### src/hdl/switcher_pkg.sv
`default_nettype none
package switcher_pkg;
  // Widths
  localparam int CW = 16;
  localparam int SP_W = 8;
  // Clock and oscillator
  localparam int CLK_HZ = 100_000_000;
  localparam int OSC_HZ = 65_000;
  localparam int OSC_PERIOD_CYC = CLK_HZ / OSC_HZ;
  localparam int JIT_PCT = 6;
  localparam logic [CW-1:0] JIT_SPAN = CW'(OSC_PERIOD_CYC * JIT_PCT / 100);
  localparam logic [CW-1:0] JIT_STEP = 16'h0002;
  localparam int DMAX_PCT = 80;
  // Protection timing, counted in oscillator periods
  localparam int FAULT_MS = 55;
  localparam int FAULT_TICKS = FAULT_MS * OSC_HZ / 1000;
  localparam int OFF_MS = 440;
  localparam logic [2:0] OFF_LAST = 3'(OFF_MS / FAULT_MS - 1);
  localparam int SS_US = 1000;
  localparam int SS_TICKS = (SS_US * (OSC_HZ / 1000) + 999) / 1000;
  // Timing counted in clock cycles
  localparam int LEB_NS = 200;
  localparam logic [CW-1:0] LEB_CYC = CW'((LEB_NS * (CLK_HZ / 1_000_000) + 999) / 1000);
  localparam int LATCH_US = 20;
  localparam int LATCH_CYC = LATCH_US * (CLK_HZ / 1_000_000);
  // Peak setpoint scale
  localparam logic [SP_W-1:0] SP_MAX = 8'hff;
  localparam logic [SP_W-1:0] SS_STEP = SP_W'((int'(SP_MAX) + SS_TICKS - 1) / SS_TICKS);
  localparam int SKIP_PCT = 25;
  localparam logic [SP_W-1:0] SKIP_LEVEL = SP_W'(int'(SP_MAX) * SKIP_PCT / 100);
  localparam int OPP_MIN_PCT = 20;
  localparam logic [SP_W-1:0] OPP_FLOOR = SP_W'(int'(SP_MAX) * OPP_MIN_PCT / 100);
  // Register map
  localparam logic [3:0] CTRL_OFS = 4'h0;
  localparam logic [3:0] STATUS_OFS = 4'h4;
  localparam logic [3:0] SETPT_OFS = 4'h8;
  localparam logic [3:0] TIMER_OFS = 4'hc;
  localparam logic [1:0] CTRL_RST = 2'h3;
  localparam int CTRL_EN_BIT = 0;
  localparam int CTRL_JIT_BIT = 1;
  localparam logic [1:0] RESP_OKAY = 2'h0;
  localparam logic [1:0] RESP_SLVERR = 2'h2;
  // Sequencer states
  typedef enum logic [1:0] {ST_CHARGE, ST_RUN, ST_OFF, ST_LATCH} seq_state_t;
endpackage : switcher_pkg
`default_nettype wire

### src/hdl/switcher_fault_sequencer.sv
// Functional notes
// Peak-limit flag assertion starts the 55 ms fault timer.
// Flag still set at timer end: stop pulses, stay off eight periods (440 ms).
// After off phase retry for 55 ms; repeat while fault persists (~11% burst).
// Fault gone during a retry: resume normal switching.
// Fault and off durations come from internal timing only.
// Each start ramps peak setpoint to maximum in about 1.0 ms.
// Peak-limit flag set whenever setpoint reaches its maximum.
// Pulses enabled only after supply reaches turn-on level.
// Startup source turns off when supply reaches turn-on level.
// Supply below minimum cuts pulses at once, over the fault timer.
// Mains low input blocks switching; resume when back in range.
// Latch input above its level latches the part off until supply cycles.
// Startup source gives reduced current below 1.3 V, nominal above.
// Light load skips unneeded switching cycles.
// Switching clock gets a low-frequency jitter modulation.
// Over-power input lowers max setpoint, down to 20% of maximum.
// Skip threshold is 25 percent of maximum peak setpoint.
// Jitter swings the frequency about plus or minus 6 percent.
// Latch input is integrated over about 20 us before latching.
// Current-sense trip ignored for 200 ns blanking after turn-on.
// Fault, off and soft-start timing counted on oscillator periods.
// Latch and all counters cleared only by the lockout reset; the code also clears fault_cnt, off_cnt and ramp in the sequencer.
//
// Register access over AXI4-Lite and the address map were decided locally.
`timescale 1ns/100ps
`default_nettype none
module switcher_fault_sequencer #(
  parameter int OSC_PERIOD = switcher_pkg::OSC_PERIOD_CYC,
  parameter int FAULT_TICKS = switcher_pkg::FAULT_TICKS,
  parameter int LATCH_CYC = switcher_pkg::LATCH_CYC
) (
  // Clock and undervoltage lockout reset
  input wire logic clk_i,
  input wire logic rst_i,
  // Comparator decisions
  input wire logic vcc_on_i,
  input wire logic vcc_min_ok_i,
  input wire logic vcc_above_th_i,
  input wire logic mains_low_input_i,
  input wire logic latch_level_i,
  input wire logic cs_trip_i,
  input wire logic [7:0] fb_demand_i,
  input wire logic [7:0] over_power_reduction_i,
  // Power stage controls
  output logic drive_o,
  output logic startup_en_o,
  output logic startup_current_second_o,
  output logic [7:0] setpoint_o,
  output logic peak_flag_o,
  output logic latched_o,
  // AXI4-Lite slave
  input wire logic [3:0] awaddr_i,
  input wire logic awvalid_i,
  output logic awready_o,
  input wire logic [31:0] wdata_i,
  input wire logic [3:0] wstrb_i,
  input wire logic wvalid_i,
  output logic wready_o,
  output logic [1:0] bresp_o,
  output logic bvalid_o,
  input wire logic bready_i,
  input wire logic [3:0] araddr_i,
  input wire logic arvalid_i,
  output logic arready_o,
  output logic [31:0] rdata_o,
  output logic [1:0] rresp_o,
  output logic rvalid_o,
  input wire logic rready_i
);

  localparam int CW = switcher_pkg::CW;
  localparam logic [CW-1:0] DMAX_CYC = CW'(OSC_PERIOD * switcher_pkg::DMAX_PCT / 100);
  localparam logic [CW-1:0] PERIOD_NOM = CW'(OSC_PERIOD);
  localparam logic [CW-1:0] FAULT_LAST = CW'(FAULT_TICKS - 1);
  localparam logic [CW-1:0] LATCH_LAST = CW'(LATCH_CYC);
  // Span tracks the period parameter, so a shortened period cannot wrap below zero
  localparam logic [CW-1:0] JIT_SPAN = CW'(OSC_PERIOD * switcher_pkg::JIT_PCT / 100);
  localparam logic [CW-1:0] TRI_TOP = JIT_SPAN << 1;

  typedef struct packed {
    switcher_pkg::seq_state_t st;
    logic [CW-1:0] phase, period, tri_pos, on_cnt, fault_cnt, latch_filt;
    logic tri_up, fault_run, drive, peak_flag, startup_en, startup_high, latched;
    logic [2:0] off_cnt;
    logic [7:0] ramp, setpoint, bursts;
    logic [1:0] ctrl;
    logic awready, wready, aw_held, w_held, bvalid, arready, rvalid;
    logic [3:0] awaddr;
    logic [1:0] wbits;
    logic wlane0;
    logic [1:0] bresp, rresp;
    logic [31:0] rdata;
  } state_t;

  state_t s, next_s;
  logic [7:0] maxsp, limit;
  logic tick, can_sw, skip;
  logic [3:0] rsel, wsel;

  // One-hot register select; an unmapped address gives all zeros
  function automatic logic [3:0] reg_sel(input logic [3:0] a);
    reg_sel = {a == switcher_pkg::TIMER_OFS, a == switcher_pkg::SETPT_OFS,
               a == switcher_pkg::STATUS_OFS, a == switcher_pkg::CTRL_OFS};
  endfunction : reg_sel

  ////////////////////////////////////////////////////////////////////////////
  // Next-state logic
  always_comb begin
    next_s = s;
    // Over-power lowers the ceiling but never below the floor
    if (over_power_reduction_i >= switcher_pkg::SP_MAX - switcher_pkg::OPP_FLOOR) begin
      maxsp = switcher_pkg::OPP_FLOOR;
    end else begin
      maxsp = switcher_pkg::SP_MAX - over_power_reduction_i;
    end
    limit = (s.ramp < maxsp) ? s.ramp : maxsp;
    tick = (s.phase >= s.period - 16'h0001);
    // Lockout and mains checks gate pulses directly, not via the timer
    can_sw = (s.st == switcher_pkg::ST_RUN) && !mains_low_input_i && vcc_min_ok_i
             && s.ctrl[switcher_pkg::CTRL_EN_BIT];
    skip = fb_demand_i < switcher_pkg::SKIP_LEVEL;
    rsel = reg_sel(araddr_i);
    wsel = reg_sel(s.awaddr);

    // Oscillator with triangular period modulation
    next_s.phase = tick ? '0 : s.phase + 16'h0001;
    if (tick) begin
      if (s.tri_up) begin
        if (s.tri_pos + switcher_pkg::JIT_STEP >= TRI_TOP) begin
          next_s.tri_pos = TRI_TOP;
          next_s.tri_up = 1'b0;
        end else begin
          next_s.tri_pos = s.tri_pos + switcher_pkg::JIT_STEP;
        end
      end else if (s.tri_pos <= switcher_pkg::JIT_STEP) begin
        next_s.tri_pos = '0;
        next_s.tri_up = 1'b1;
      end else begin
        next_s.tri_pos = s.tri_pos - switcher_pkg::JIT_STEP;
      end
      if (s.ctrl[switcher_pkg::CTRL_JIT_BIT]) begin
        next_s.period = PERIOD_NOM - JIT_SPAN + s.tri_pos;
      end else begin
        next_s.period = PERIOD_NOM;
      end
    end

    // Switch pulse: start on tick, end on trip after blanking or at max duty
    if (s.drive) begin
      next_s.on_cnt = s.on_cnt + 16'h0001;
      if ((s.on_cnt >= switcher_pkg::LEB_CYC && cs_trip_i) || s.on_cnt >= DMAX_CYC - 16'h0001) begin
        next_s.drive = 1'b0;
      end
    end
    if (tick && can_sw && !skip) begin
      next_s.drive = 1'b1;
      next_s.on_cnt = '0;
    end
    if (!can_sw) begin
      next_s.drive = 1'b0;
    end

    // Setpoint, soft-start ramp and peak-limit flag
    if (s.st == switcher_pkg::ST_RUN) begin
      if (tick) begin
        next_s.ramp = (s.ramp > switcher_pkg::SP_MAX - switcher_pkg::SS_STEP) ?
                      switcher_pkg::SP_MAX : s.ramp + switcher_pkg::SS_STEP;
      end
      next_s.setpoint = (fb_demand_i < limit) ? fb_demand_i : limit;
      next_s.peak_flag = fb_demand_i >= limit;
    end else begin
      next_s.ramp = '0; // Every start begins a fresh ramp
      next_s.setpoint = '0;
      next_s.peak_flag = 1'b0;
    end

    // Startup source: current level follows the 1.3 V comparator
    next_s.startup_high = vcc_above_th_i;
    if (!vcc_min_ok_i) begin
      next_s.startup_en = 1'b1;
    end else if (vcc_on_i) begin
      next_s.startup_en = 1'b0;
    end

    // Protection sequencer
    unique case (s.st)
      switcher_pkg::ST_CHARGE: begin
        if (vcc_on_i && !mains_low_input_i) begin
          next_s.st = switcher_pkg::ST_RUN;
          next_s.fault_run = 1'b0;
          next_s.fault_cnt = '0;
        end
      end
      switcher_pkg::ST_RUN: begin
        if (!vcc_min_ok_i || mains_low_input_i) begin
          next_s.st = switcher_pkg::ST_CHARGE;
        end else if (tick) begin
          // Timer counts oscillator periods, never the supply ramp
          if (s.fault_run) begin
            if (s.fault_cnt == FAULT_LAST) begin
              next_s.fault_run = 1'b0;
              next_s.fault_cnt = '0;
              // Fault cleared in time means we simply keep switching
              if (s.peak_flag) begin
                next_s.st = switcher_pkg::ST_OFF;
                next_s.off_cnt = '0;
                next_s.bursts = s.bursts + 8'h01;
                next_s.drive = 1'b0;
              end
            end else begin
              next_s.fault_cnt = s.fault_cnt + 16'h0001;
            end
          end else if (s.peak_flag) begin
            next_s.fault_run = 1'b1;
            next_s.fault_cnt = '0;
          end
        end
      end
      switcher_pkg::ST_OFF: begin
        if (tick) begin
          if (s.fault_cnt == FAULT_LAST) begin
            next_s.fault_cnt = '0;
            next_s.off_cnt = s.off_cnt + 3'h1;
            if (s.off_cnt == switcher_pkg::OFF_LAST) begin
              next_s.st = switcher_pkg::ST_RUN;
            end
          end else begin
            next_s.fault_cnt = s.fault_cnt + 16'h0001;
          end
        end
      end
      switcher_pkg::ST_LATCH: begin
        next_s.drive = 1'b0;
      end
    endcase

    // Latch input integrator: leaky up/down count filters surges
    if (latch_level_i) begin
      if (s.latch_filt != LATCH_LAST) begin
        next_s.latch_filt = s.latch_filt + 16'h0001;
      end
    end else if (s.latch_filt != '0) begin
      next_s.latch_filt = s.latch_filt - 16'h0001;
    end
    if (s.latch_filt == LATCH_LAST) begin
      next_s.st = switcher_pkg::ST_LATCH;
      next_s.drive = 1'b0;
    end
    // Registered copy keeps the latch output straight off a flop
    next_s.latched = (next_s.st == switcher_pkg::ST_LATCH);

    ////////////////////////////////////////////////////////////////////////////
    // AXI4-Lite write: address and data taken in either order
    if (awvalid_i && s.awready) begin
      next_s.aw_held = 1'b1;
      next_s.awaddr = awaddr_i;
    end
    if (wvalid_i && s.wready) begin
      next_s.w_held = 1'b1;
      next_s.wbits = wdata_i[1:0];
      next_s.wlane0 = wstrb_i[0];
    end
    if (s.bvalid && bready_i) begin
      next_s.bvalid = 1'b0;
    end
    if (s.aw_held && s.w_held && !s.bvalid) begin
      next_s.aw_held = 1'b0;
      next_s.w_held = 1'b0;
      next_s.bvalid = 1'b1;
      next_s.bresp = (wsel == 4'h0) ? switcher_pkg::RESP_SLVERR : switcher_pkg::RESP_OKAY;
      if (wsel[0] && s.wlane0) begin
        next_s.ctrl = s.wbits;
      end
    end
    next_s.awready = !next_s.aw_held && !next_s.bvalid;
    next_s.wready = !next_s.w_held && !next_s.bvalid;

    // AXI4-Lite read
    if (s.rvalid && rready_i) begin
      next_s.rvalid = 1'b0;
    end
    if (arvalid_i && s.arready) begin
      next_s.rvalid = 1'b1;
      next_s.rresp = (rsel == 4'h0) ? switcher_pkg::RESP_SLVERR : switcher_pkg::RESP_OKAY;
      next_s.rdata = '0;
      if (rsel[0]) next_s.rdata = {30'h0, s.ctrl};
      if (rsel[1]) next_s.rdata = {16'h0, s.bursts, 1'b0, s.off_cnt, s.fault_run, s.peak_flag, s.st};
      if (rsel[2]) next_s.rdata = {16'h0, s.ramp, s.setpoint};
      if (rsel[3]) next_s.rdata = {16'h0, s.fault_cnt};
    end
    next_s.arready = !next_s.rvalid;
  end

  ////////////////////////////////////////////////////////////////////////////
  // State register; reset is the supply lockout, the only way out of latch
  always_ff @(posedge clk_i) begin
    if (rst_i) begin
      s <= '0;
      s.period <= PERIOD_NOM;
      s.tri_up <= 1'b1;
      s.ctrl <= switcher_pkg::CTRL_RST;
      s.startup_en <= 1'b1;
      s.awready <= 1'b1;
      s.wready <= 1'b1;
      s.arready <= 1'b1;
    end else begin
      s <= next_s;
    end
  end

  // Outputs
  assign drive_o = s.drive;
  assign startup_en_o = s.startup_en;
  assign startup_current_second_o = s.startup_high;
  assign setpoint_o = s.setpoint;
  assign peak_flag_o = s.peak_flag;
  assign latched_o = s.latched;
  assign awready_o = s.awready;
  assign wready_o = s.wready;
  assign bresp_o = s.bresp;
  assign bvalid_o = s.bvalid;
  assign arready_o = s.arready;
  assign rdata_o = s.rdata;
  assign rresp_o = s.rresp;
  assign rvalid_o = s.rvalid;

endmodule : switcher_fault_sequencer
`default_nettype wire

### config.mk
export PLATFORM = sky130hd
export DESIGN_NAME = switcher_fault_sequencer
export DESIGN_NICKNAME = d
export VERILOG_FILES = /design/src/hdl/switcher_pkg.sv /design/src/hdl/switcher_fault_sequencer.sv
export SDC_FILE = /design/constraint.sdc
export NUM_CORES = 1
export LEC_CHECK = 0
export ABC_AREA = 1
export BUFFER_PORTS_ARGS = -buffer_cell sky130_fd_sc_hd__buf_2
export CORE_ASPECT_RATIO = 2
export CORE_MARGIN = 2
export CORE_UTILIZATION = 59
export CTS_CLUSTER_DIAMETER = 60
export DETAILED_ROUTE_END_ITERATION = 10
export HOLD_SLACK_MARGIN = 0.03
export PLACE_DENSITY = 0.82
export SYNTH_ARGS = -nofsm -noshare
export SYNTH_HDL_FRONTEND = slang
export SYNTH_SLANG_ARGS = --single-unit
### constraint.sdc
create_clock -name clk_i -period 4.8 [get_ports clk_i]
set_input_delay 0.72 -clock clk_i [delete_from_list [all_inputs] [get_ports clk_i]]
set_output_delay 0.72 -clock clk_i [all_outputs]
set_load 0.005 [all_outputs]
---- Word-level counts from Yosys, hierarchy flattened ----
Index checks and enable logic that the tools add are counted.
word-level totals
  register bits after elaboration ......... 184
  output and inout port bits .............. 54
  word-level logic and storage cells ...... 198
cells by class
  add/sub/neg operators ................... 13
  $lt $le $gt $ge ......................... 11
  eq/ne operators ......................... 24
  multiplexer cells ....................... 67
  bitwise logic cells ..................... 3
  reductions and logical operators ........ 48
operator list
  kind                      number
  $mux W16                  14
  $mux W32                  3
  $add A16 B1 Y16 const B   4
  $pmux W16 S3              1
  $mux W2                   16
  $mux W8                   4
  $sub A16 B1 Y16 const B   2
  $mux W3                   8
  $logic_and A1 B1 Y1       17
  $mux W1                   17
  $add A11 B16 Y16 const A  1
  $add A16 B2 Y16 const B   1
  $eq A16 B11 Y1 const B    1
  $eq A16 B12 Y1 const B    1
  $eq A4 B4 Y1 const B      4
  $ge A16 B11 Y1 const B    1
  $ge A16 B16 Y1            1
  $ge A16 B5 Y1 const B     1
  $ge A16 B8 Y1 const B     1
  $le A16 B2 Y1 const B     1
  $logic_not A4 Y1          4
  $lt A8 B8 Y1              2
  $ne A16 B11 Y1 const B    1
  $reduce_bool A16 Y1       1
  30 further kinds          59

---- Depth between registers and ports, before layout ----
Gate-level depths: netlist of the first run.
  word-level depth ........................ 14
  depth in mapped cells ................... 24
  depth with buffers taken out ............ 23

---- Worst setup path before layout of the first run ----
No wires, ideal clock.
  kind .................................... input port to flip-flop
  start point ............................. in over_power_reduction_i[4]
  end point ............................... reg s, in the netlist setpoint_o[4]
  library setup time ...................... 110 ps
  data arrival time ....................... 3,566 ps
  path slack .............................. 1,123 ps
  stages on the path ...................... 22
  cells stage by stage .................... nor2_1 nand2_1 nand2_1 nand2_1 inv_1 ha_1 a21oi_1 nor2_1 a211oi_2 nand2_2 nand2_1 o21ai_1 ha_1 inv_1 nor2_1 nor2_1 o21a_1 o221ai_1 clkbuf_1 nand3_1 nand3_1 inv_1
between the ends
  cells in the longest elaborated chain, start to end .. 6
ends and longest elaborated chain
  what                                           line                                                              text
  from (decl)                                    switcher_fault_sequencer.sv:44                                    input wire logic [7:0] over_power_reduction_i,
  $sub A8 B8 Y8 or $ge A8 B8 Y1 (tied branches)  switcher_fault_sequencer.sv:115, switcher_fault_sequencer.sv:112
  $mux W8 (*)                                    switcher_fault_sequencer.sv:112                                   if (over_power_reduction_i >= switcher_pkg::SP_MAX - switcher_pkg::OPP_FLOOR) begin
  $lt A8 B8 Y1                                   switcher_fault_sequencer.sv:117                                   limit = (s.ramp < maxsp) ? s.ramp : maxsp;
  $mux W8 (*)                                    switcher_fault_sequencer.sv:117
  $lt A8 B8 Y1                                   switcher_fault_sequencer.sv:170                                   next_s.setpoint = (fb_demand_i < limit) ? fb_demand_i : limit;
  $mux W8 (*)                                    switcher_fault_sequencer.sv:170
  to (signal assigned)                           switcher_fault_sequencer.sv:308                                   s <= next_s;
  to (decl)                                      switcher_fault_sequencer.sv:96                                    state_t s, next_s;
Every way passes the cells marked *; elsewhere a longest branch is shown, timed or not.
A chain may end at the register's enable or synchronous reset.

---- Worst setup path after layout of the first run ----
  start point ............................. reg s[151] (netlist name)
  end point ............................... reg s[130] (netlist name)
between the ends
  cells in the longest elaborated chain, start to end .. 5
ends and longest elaborated chain
  what                               line                             text
  $sub A16 B1 Y16                    switcher_fault_sequencer.sv:118  tick = (s.phase >= s.period - 16'h0001);
  $ge A16 B16 Y1                     switcher_fault_sequencer.sv:118
  $logic_and A1 B1 Y1 (2 in series)  switcher_fault_sequencer.sv:156  if (tick && can_sw && !skip) begin
  $reduce_or A2 Y1 (no line)         -
Every way passes these cells.

==> results of run 1 <==
-- power groups by stage --
stage               registers [mW]  logic, mW  clock network, mW
floorplan                     1.52      0.549                  0
global placement              1.53      0.653                  0
detailed placement            1.54      0.669                  0
CTS                           1.51      0.676               1.46
global route                  1.52      0.788               1.51
finish                        1.51      0.683               1.44
-- layer usage --
| metal | vias to the layer above | track usage [%] | part of all wire, % |
|---|---|---|---|
| met1 | 4544 | 34.18 | 42 |
| met3 | 52 | 3.948 | 6.1 |
| met4 | 0 | 11.54 | 2.8 |
| met5 | - | 0 | 0 |
| li1 | 5041 | - | - |
| met2 | 324 | 45.76 | 49 |
-- sequential cells by signal, summed over array words and instances (netlist names) --
signal,cells
peak_flag_o,1
startup_en_o,1
awready_o,1
rresp_o,1
bvalid_o,1
setpoint_o,8
startup_current_second_o,1
s,127
drive_o,1
wready_o,1
rdata_o,16
bresp_o,1
rvalid_o,1
latched_o,1
arready_o,1
-- synthesized netlist by cell type (5+ instances only) --
master    number  area share [%]
clkbuf_1      20            0.71
xnor2_1        8            0.67
or2_2         12            0.71
nor3_1        28             1.3
inv_1        198             7.1
and2_1         7            0.42
o22ai_1       14            0.83
nor2_1       168             6.0
dfxtp_1      163              31
ha_1          66             7.9
a31oi_1        5            0.30
xor2_1        52             4.3
nor4_1         8            0.48
o21ai_1        5            0.24
nand2_1      281              10
nand4_1       28             1.7
buf_2          8            0.38
a21oi_1      123             5.9
buf_4         49             3.5
nand3_1      106             5.0
nor3_2         7            0.67
o21ai_0       89             4.2
nand2_2        5            0.30
a211oi_1       7            0.50
-- how the worst min path moves through the flow --
stage	start	to	slack [ns]	cells after the start
floorplan	s[166]	s[166]	0.43	1
global placement	s[166]	s[166]	0.44	1
detailed placement	s[166]	s[166]	0.45	1
CTS	s[37]	s[37]	0.47	2
global route	s[37]	s[37]	0.47	2
finish	s[166]	s[166]	0.46	1
-- layout by cell type (no fill, tap or decap), types with 5 or more instances in the layout --
master,netlist,final
xor2_1,52,52
nand2_1,281,281
o22ai_1,14,14
buf_2,8,75
inv_1,198,198
and2_1,7,7
o21ai_1,5,5
xnor2_1,8,8
dfxtp_1,163,163
nand3_1,106,106
conb_1,1,18
nor4_1,8,8
a21oi_1,123,123
nand4_1,28,28
a211oi_1,7,7
nand2_2,5,5
clkbuf_16,0,17
ha_1,66,66
nor3_2,7,7
a31oi_1,5,5
nor3_1,28,28
o21ai_0,89,89
buf_4,49,7
nor2_1,168,168
inv_6,0,6
or2_2,12,12
-- cell type report --
class | instances | area share, %
clock buffers | 17 | 3.739
clock inverters | 15 | 1.716
inverters | 205 | 6.807
multi-input cells | 1097 | 52.95
flip-flops and latches | 163 | 28.68
well taps | 213 | 2.342
repair buffers | 82 | 3.761
-- cells by family (layout without fill, tap and decap cells) --
group | Yosys count | in the layout
xor+xnor | 60 | 60
other cells | 1 | 18
compound gates | 273 | 273
buf+inv | 287 | 319
fa+ha+maj | 67 | 67
flops | 163 | 163
simple gates | 679 | 679
-- metrics by stage --
step	cell area [sq um]	setup slack [ns]	std cells	power [mW]	utilization (%)
floorplan	10580	1.123	1547	2.067	-
global placement	10760	0.6124	1760	2.184	61.08
detailed placement	10760	0.4464	1760	2.204	61.08
CTS	11380	0.6163	1792	3.646	64.60
global route	11380	0.2526	1792	3.818	64.60
finish	11380	0.6434	1792	3.634	64.60
==> metrics.log, run 1 <==
INFO  metric outcome = complete, no violations
INFO  metric worst_hold_slack = 0.4630 ns
INFO  metric cp_cell_sequence = inv_1 -> ha_1 -> nand2_1 -> nor3_2 -> nand2_1 -> nor3_2 -> nand3_1 -> nor3_1 -> xor2_1 -> inv_1 -> ha_1 -> a21oi_1 -> o21ai_0 -> nor2_1 -> nand2_2 -> buf_4 -> o311ai_0 -> nand2_1 -> nor3_1
INFO  metric detailedPlacementHpwl = between 15000 and 20000 microns
INFO  metric multiInputGateArea = 0.006025 sq mm
INFO  metric crit_arrival = 4.49 ns
INFO  metric synth_top_family_by_area = simple AND/OR/NAND/NOR gates
INFO  metric cts_tree = yes
INFO  metric grt_start_max_net_pins = 34
INFO  metric layout-drive-gt1-share = 10.58%
INFO  metric max_clock_freq = about 0.24 GHz
INFO  metric detailroute.via_count = 9961
INFO  metric antenna_cells_inserted = 0
INFO  metric area_fraction_in_and_or_nand_and_nor_cells_after_synthesis = 29.30%
INFO  metric r2r_setup_slack = around 0.64 ns
INFO  metric cts.repair.resized = 0
INFO  metric layout.nets = ~1.7k
INFO  metric ys.warnings.count = 0
INFO  metric grt_antenna_before_repair = 0
INFO  metric synth_cell_type_count = 58
INFO  metric worst_path_largest_cell_delay = approximately 0.47 ns
INFO  metric crit_path_start_kind = flop
INFO  metric synthesized_area_fraction_occupied_by_ao_oa_aoi_and_oai_cells = 14.30%
INFO  metric clock_power_share = 39.7%
INFO  metric vdd.ir_drop.worst = 393.2 uV
INFO  metric timing.max_slew.rel_slack = 36.01%
INFO  metric die-height = 192.8 microns
INFO  metric fp.dieW = 98.41 microns
INFO  metric min_period = 4.157 ns
INFO  metric power.switching_fraction = 29.96%
INFO  metric worst_r2r_startpoint = s[151]
INFO  metric p_sw = 1.089 mW
INFO  metric finalMaxSlewViolations = 0
INFO  metric r2r_path_end = s[130]
INFO  metric n_fill_cell = around 1.6k
INFO  metric muxShareOfSynthArea = 0%
INFO  metric hold_path_class = reg2reg
INFO  metric cell_count_of_the_worst_reg_to_reg_path = 19
INFO  metric post_drt_via_cell_ratio = between 5 and 6
INFO  metric worst_setup_path_startpoint = s[151]
INFO  metric grt_overflow = 0
INFO  metric area_growth_syn_to_layout = 8.186%
INFO  metric initial_utilization = 59.71%
INFO  metric comb_power_share = a little under a fifth
INFO  metric worst_path_max_delay_cell = nand2_1
INFO  metric synth_edf_count = 0
INFO  metric final.setup.tns = 0 ns
INFO  metric setup_viol = 0
INFO  metric crit_fanout = 16
INFO  metric number_of_port_buffers = 75
INFO  metric cts_buffers = 17
INFO  metric critical_path.endpoint = s[130]
INFO  metric synthCells = 1530
INFO  metric critPathCaptureType = flop
INFO  metric grt_setup_unrepaired = false
INFO  metric cts-htree-levels = 4
INFO  metric power_report.internal_total = ~2.5 mW
INFO  metric crit_buf_inv = 3
INFO  metric clock-sinks = about 160
INFO  metric gp_congestion = 0.9435
INFO  metric grt_first_pass_wirelength = 42510 microns
INFO  metric wl_per_cell = 14.24 microns
INFO  metric synth_xor_area_share = ~5.0%
INFO  metric worst-setup-path-type = reg2reg
INFO  metric regArea = 0.003263 sq mm
INFO  metric yosys_register_bits = 163
INFO  metric hold_viol = 0
INFO  metric synth_async_sr_flop_share = 0%
INFO  metric leakagePower = about 5.2 nW
INFO  metric worst_skew_pair.late_latency = 0.44 ns
INFO  metric ant_nets = 0
INFO  metric clk_pin_slew = 0.06 ns
INFO  metric worst_clock_skew = ~0.015 ns
INFO  metric clock-root-buffer = clkbuf_16
INFO  metric detail_route.first_pass.iterations = 5
INFO  metric floorplan.die_area = 0.01897 sq mm
INFO  metric drcViolationCount = 0
INFO  metric max_capacitance_violation_total = 0
INFO  metric total_core_area = 0.01761 sq mm
INFO  metric postSynth.topFlopCell = dfxtp_1
INFO  metric first_global_vias = 9331
INFO  metric cts.path.max_buffers = 2
INFO  metric grt_use_total = 27.05%
INFO  metric timing.critical_path.max_delay_family = simple AND/OR/NAND/NOR gates
INFO  metric initialDrtViolationCount = ~610
INFO  metric cp.required = a little over 5 ns
INFO  metric post_synth_instance_area = between 0.01 and 0.015 sq mm
INFO  metric seq_pwr_share = around two fifths
INFO  metric ioPinCount = approximately 130
INFO  metric routed_wirelength = 25520 microns
INFO  metric worst_pin_slew = approximately 0.96 ns
INFO  metric post_synth_adder_cell_area = 8.043%
INFO  metric holdBufCountCts = 0
INFO  metric timing.critical_path.depth = 19
INFO  metric rows = 69
INFO  metric power-per-cell-area = 319.4 mW/mm^2
INFO  metric critical-path-top-cell-by-count = nand2_1
INFO  metric post_cts_buffers = 0
INFO  metric final_period_utilization = 86.60%
INFO  metric syn-mean-instance-area = roughly 6.9 sq um
INFO  metric synth_seq_area_share = 31.03%
No activity file was read; power rests on OpenSTA's default activity.
==> inputs of run 2 (changes only) <==
ABC_AREA = 0   (was 1)
PLACE_DENSITY = 0.87   (was 0.82)
==> run 2 against run 1 <==
Non-clock buffer count unchanged. Hold slack worse by 0.0041 ns. Final cell count down 19%. Core utilization rose by 0.097 points. Register-to-register slack better by 0.19 ns. Die area down 4.7%. Global-route usage grew 0.73 points. Power decreased by 3.9%. Synthesized area is 4.8% lower. Critical path depth stayed put. Clock-buffer cell count rose by 3. Largest cell class unchanged.
==> metrics.log, run 2 <==
INFO  metric netlist.top_cell.by_area = dfxtp_1
INFO  metric final_period_utilization = between 80 and 90%
INFO  metric die-height = 188.2 microns
INFO  metric wl_per_cell = 16.92 microns
INFO  metric drcViolationCount = 0
INFO  metric most_used_cells_in_the_layout_excluding_fill_and_tap_cells = 163 x dfxtp_1, 119 x nor2_1, 117 x nand2_1
INFO  metric worst_r2r_startpoint = s[153]
INFO  metric post_layout_nonfiller_instances = 1455
INFO  metric first_global_vias = 8876
INFO  metric detail_route.first_pass.iterations = 5
INFO  metric initialDrtViolationCount = 487
INFO  metric ioPinCount = 127
INFO  metric grt_first_pass_wirelength = 40000 microns
INFO  metric totalPowerFinal = 3.491 mW
INFO  metric grt_start_max_net_pins = 71
INFO  metric worst_clock_skew = 0.008236 ns
INFO  metric grt_setup_unrepaired = false
INFO  metric routed_wirelength = 24620 microns
INFO  metric cts.path.max_buffers = 2
INFO  metric worst_pin_slew = about 0.90 ns
INFO  metric cp.required = 5.10 ns
INFO  metric outcome = complete, no violations
INFO  metric number_of_cells_after_detailed_placement = 1423
INFO  metric crit_path_start_kind = input pin
INFO  metric largest_reg_flops = 127
INFO  metric antenna_cells_inserted = 0
INFO  metric library_cell_with_the_highest_instance_count_after_synthesis = dfxtp_1
INFO  metric fp.dieW = roughly 96 microns
INFO  metric post_cts_buffers = 0
INFO  metric cts_tree = yes
INFO  metric floorplan.die_area = 0.01808 sq mm
INFO  metric final.setup.tns = 0 ns
INFO  metric post_synth_instance_area = 0.01001 sq mm
INFO  metric cts-htree-levels = 4
INFO  metric crit_arrival = 4.50 ns
INFO  metric layout.cells.most_common = dfxtp_1
INFO  metric post-synth-top-area-fraction = 32.61%
INFO  metric worst_skew_pair.late_latency = 0.44 ns
INFO  metric crit_fanout = 12
INFO  metric synth_async_sr_flop_share = 0%
INFO  metric ant_nets = 0
INFO  metric power-per-cell-area = ~320 mW/mm^2
INFO  metric leakagePower = approximately 4.3 nW
INFO  metric dp_worst_setup_slack = 0.1955 ns
INFO  metric worst_setup_path_startpoint = over_power_reduction_i[3]
INFO  metric synth_cell_type_count = 84
INFO  metric finalMaxSlewViolations = 0
INFO  metric ys.warnings.count = 0
INFO  metric area_growth_syn_to_layout = 7.852%
INFO  metric clock-root-buffer = clkbuf_16
INFO  metric cts_buffers = 17
INFO  metric syn-mean-instance-area = 8.230 sq um
INFO  metric vdd.ir_drop.worst = ~250 uV
INFO  metric hold_path_class = reg2reg
INFO  metric worst_hold_slack = roughly 0.46 ns
INFO  metric cts.repair.resized = 0
INFO  metric setup_viol = 0
INFO  metric max_clock_freq = 0.2378 GHz
INFO  metric critPathCaptureType = flop
INFO  metric layout-drive-gt1-share = 12.50%
INFO  metric max_capacitance_violation_total = 0
INFO  metric initial_utilization = 59.99%
INFO  metric layout.nets = 1375
INFO  metric largest-register = s
INFO  metric yosys_register_bits = 163
INFO  metric grt_antenna_before_repair = 0
INFO  metric r2r_setup_slack = 0.83 ns
INFO  metric post_drt_via_cell_ratio = 6.276
INFO  metric gp_congestion = 0.9439
INFO  metric timing.max_slew.rel_slack = 40.21%
INFO  metric holdBufCountCts = 0
INFO  metric detailroute.via_count = between 9k and 10k
INFO  metric number_of_port_buffers = 75
INFO  metric final_design_area_no_fill = 0.01079 sq mm
INFO  metric yosys-top-cells-count = 163 x dfxtp_1, 119 x nor2_1, 117 x nand2_1
INFO  metric synth_seq_area_share = 32.61%
INFO  metric hold_viol = 0
INFO  metric detailedPlacementHpwl = 18450 microns
INFO  metric layout_setup_ws = 0.5943 ns
INFO  metric grt_use_total = between 20% and 30%
INFO  metric clk_pin_slew = 0.06 ns
INFO  metric worst_min_delay_path_startpoint = s[38]
INFO  metric postSynth.topFlopCell = dfxtp_1
INFO  metric min_period = approximately 4.2 ns
INFO  metric post_synth_main_area_contributors = dfxtp_1 33%, ha_1 8.3%, a21oi_1 4.7%, nor2_1 4.5%, nand2_1 4.4%
INFO  metric synthCells = 1216
INFO  metric worst-setup-path-type = in2reg
INFO  metric total_core_area = 0.01668 sq mm
INFO  metric synth_edf_count = 0
INFO  metric fin_util = 64.70%
INFO  metric grt_overflow = 0
INFO  metric clock-sinks = 163
INFO  metric rows = 67
INFO  metric detailed_place.area = just over 0.01 sq mm
-- run 2: cell count changes after synthesis, sizes merged, moves of 13 or more --
cell	before	now
a21oi	124	96
a22o	0	13
a22oi	0	17
and3	2	19
inv	203	29
nand2	288	117
nand3	111	38
nor2	177	120
o211ai	3	17
o21ai	97	69
or3	0	19
xnor2	8	33
-- run 2: final cells by class --
class / count / area, sq um
Multi-Input combinational cell: 942 / 6110
Fill cell: 1361 / 5889
Sequential cell: 163 / 3263
Clock buffer: 20 / 456.7
Timing Repair Buffer: 82 / 427.9
Tap cell: 207 / 259.0
Clock inverter: 12 / 167.7
Inverter: 29 / 108.9
-- run 2: layer usage --
metal	track usage [%]	share of wire, %	up-vias
met2	51.44	55	360
met5	0	0	-
met3	3.958	4.4	119
met4	18.90	6.3	0
li1	-	-	4366
met1	26.87	34	4287
-- run 2: logic make-up (layout without fill, tap and decap cells) --
logic type,Yosys count,in the layout,share of synthesized area [%]
muxes,20,20,2.276
buffers and inverters,128,143,7.027
DFF,163,163,32.61
and+or+nand+nor,463,463,23.33
xor gates and xnor gates,77,77,6.739
AOI/OAI and AO/OA,297,297,19.53
other,1,18,0.03747
adders and majority gates,67,67,8.452
-- run 2: where the power goes --
group          leakage [nW]  internal [mW]  switching [mW]
clock                 0.302          0.856           0.588
combinational          2.64          0.237           0.332
sequential             1.32           1.42          0.0580
-- run 2: worst paths after layout --
check                  endpoint  cells past startpoint
setup / recovery  setpoint_o[0]                     19
hold / removal            s[38]                      2
setup reg to reg         s[160]                     12
hold reg to reg           s[38]                      2
-- run 2: worst max-delay path, stage by stage --
cell and delay (ns):
buf_2 0.10, a211o_1 0.30, nand3_1 0.15, and2_1 0.17, ha_1 0.26, a2111oi_0 0.37
o21ai_0 0.32, o21ai_1 0.43, nand2_1 0.12, o21a_1 0.13, ha_1 0.28, nor2b_1 0.13
o21ai_0 0.16, nand2b_1 0.07, a21oi_1 0.22, o21ai_0 0.13, buf_4 0.20, nand4_1 0.12
o311ai_0 0.13
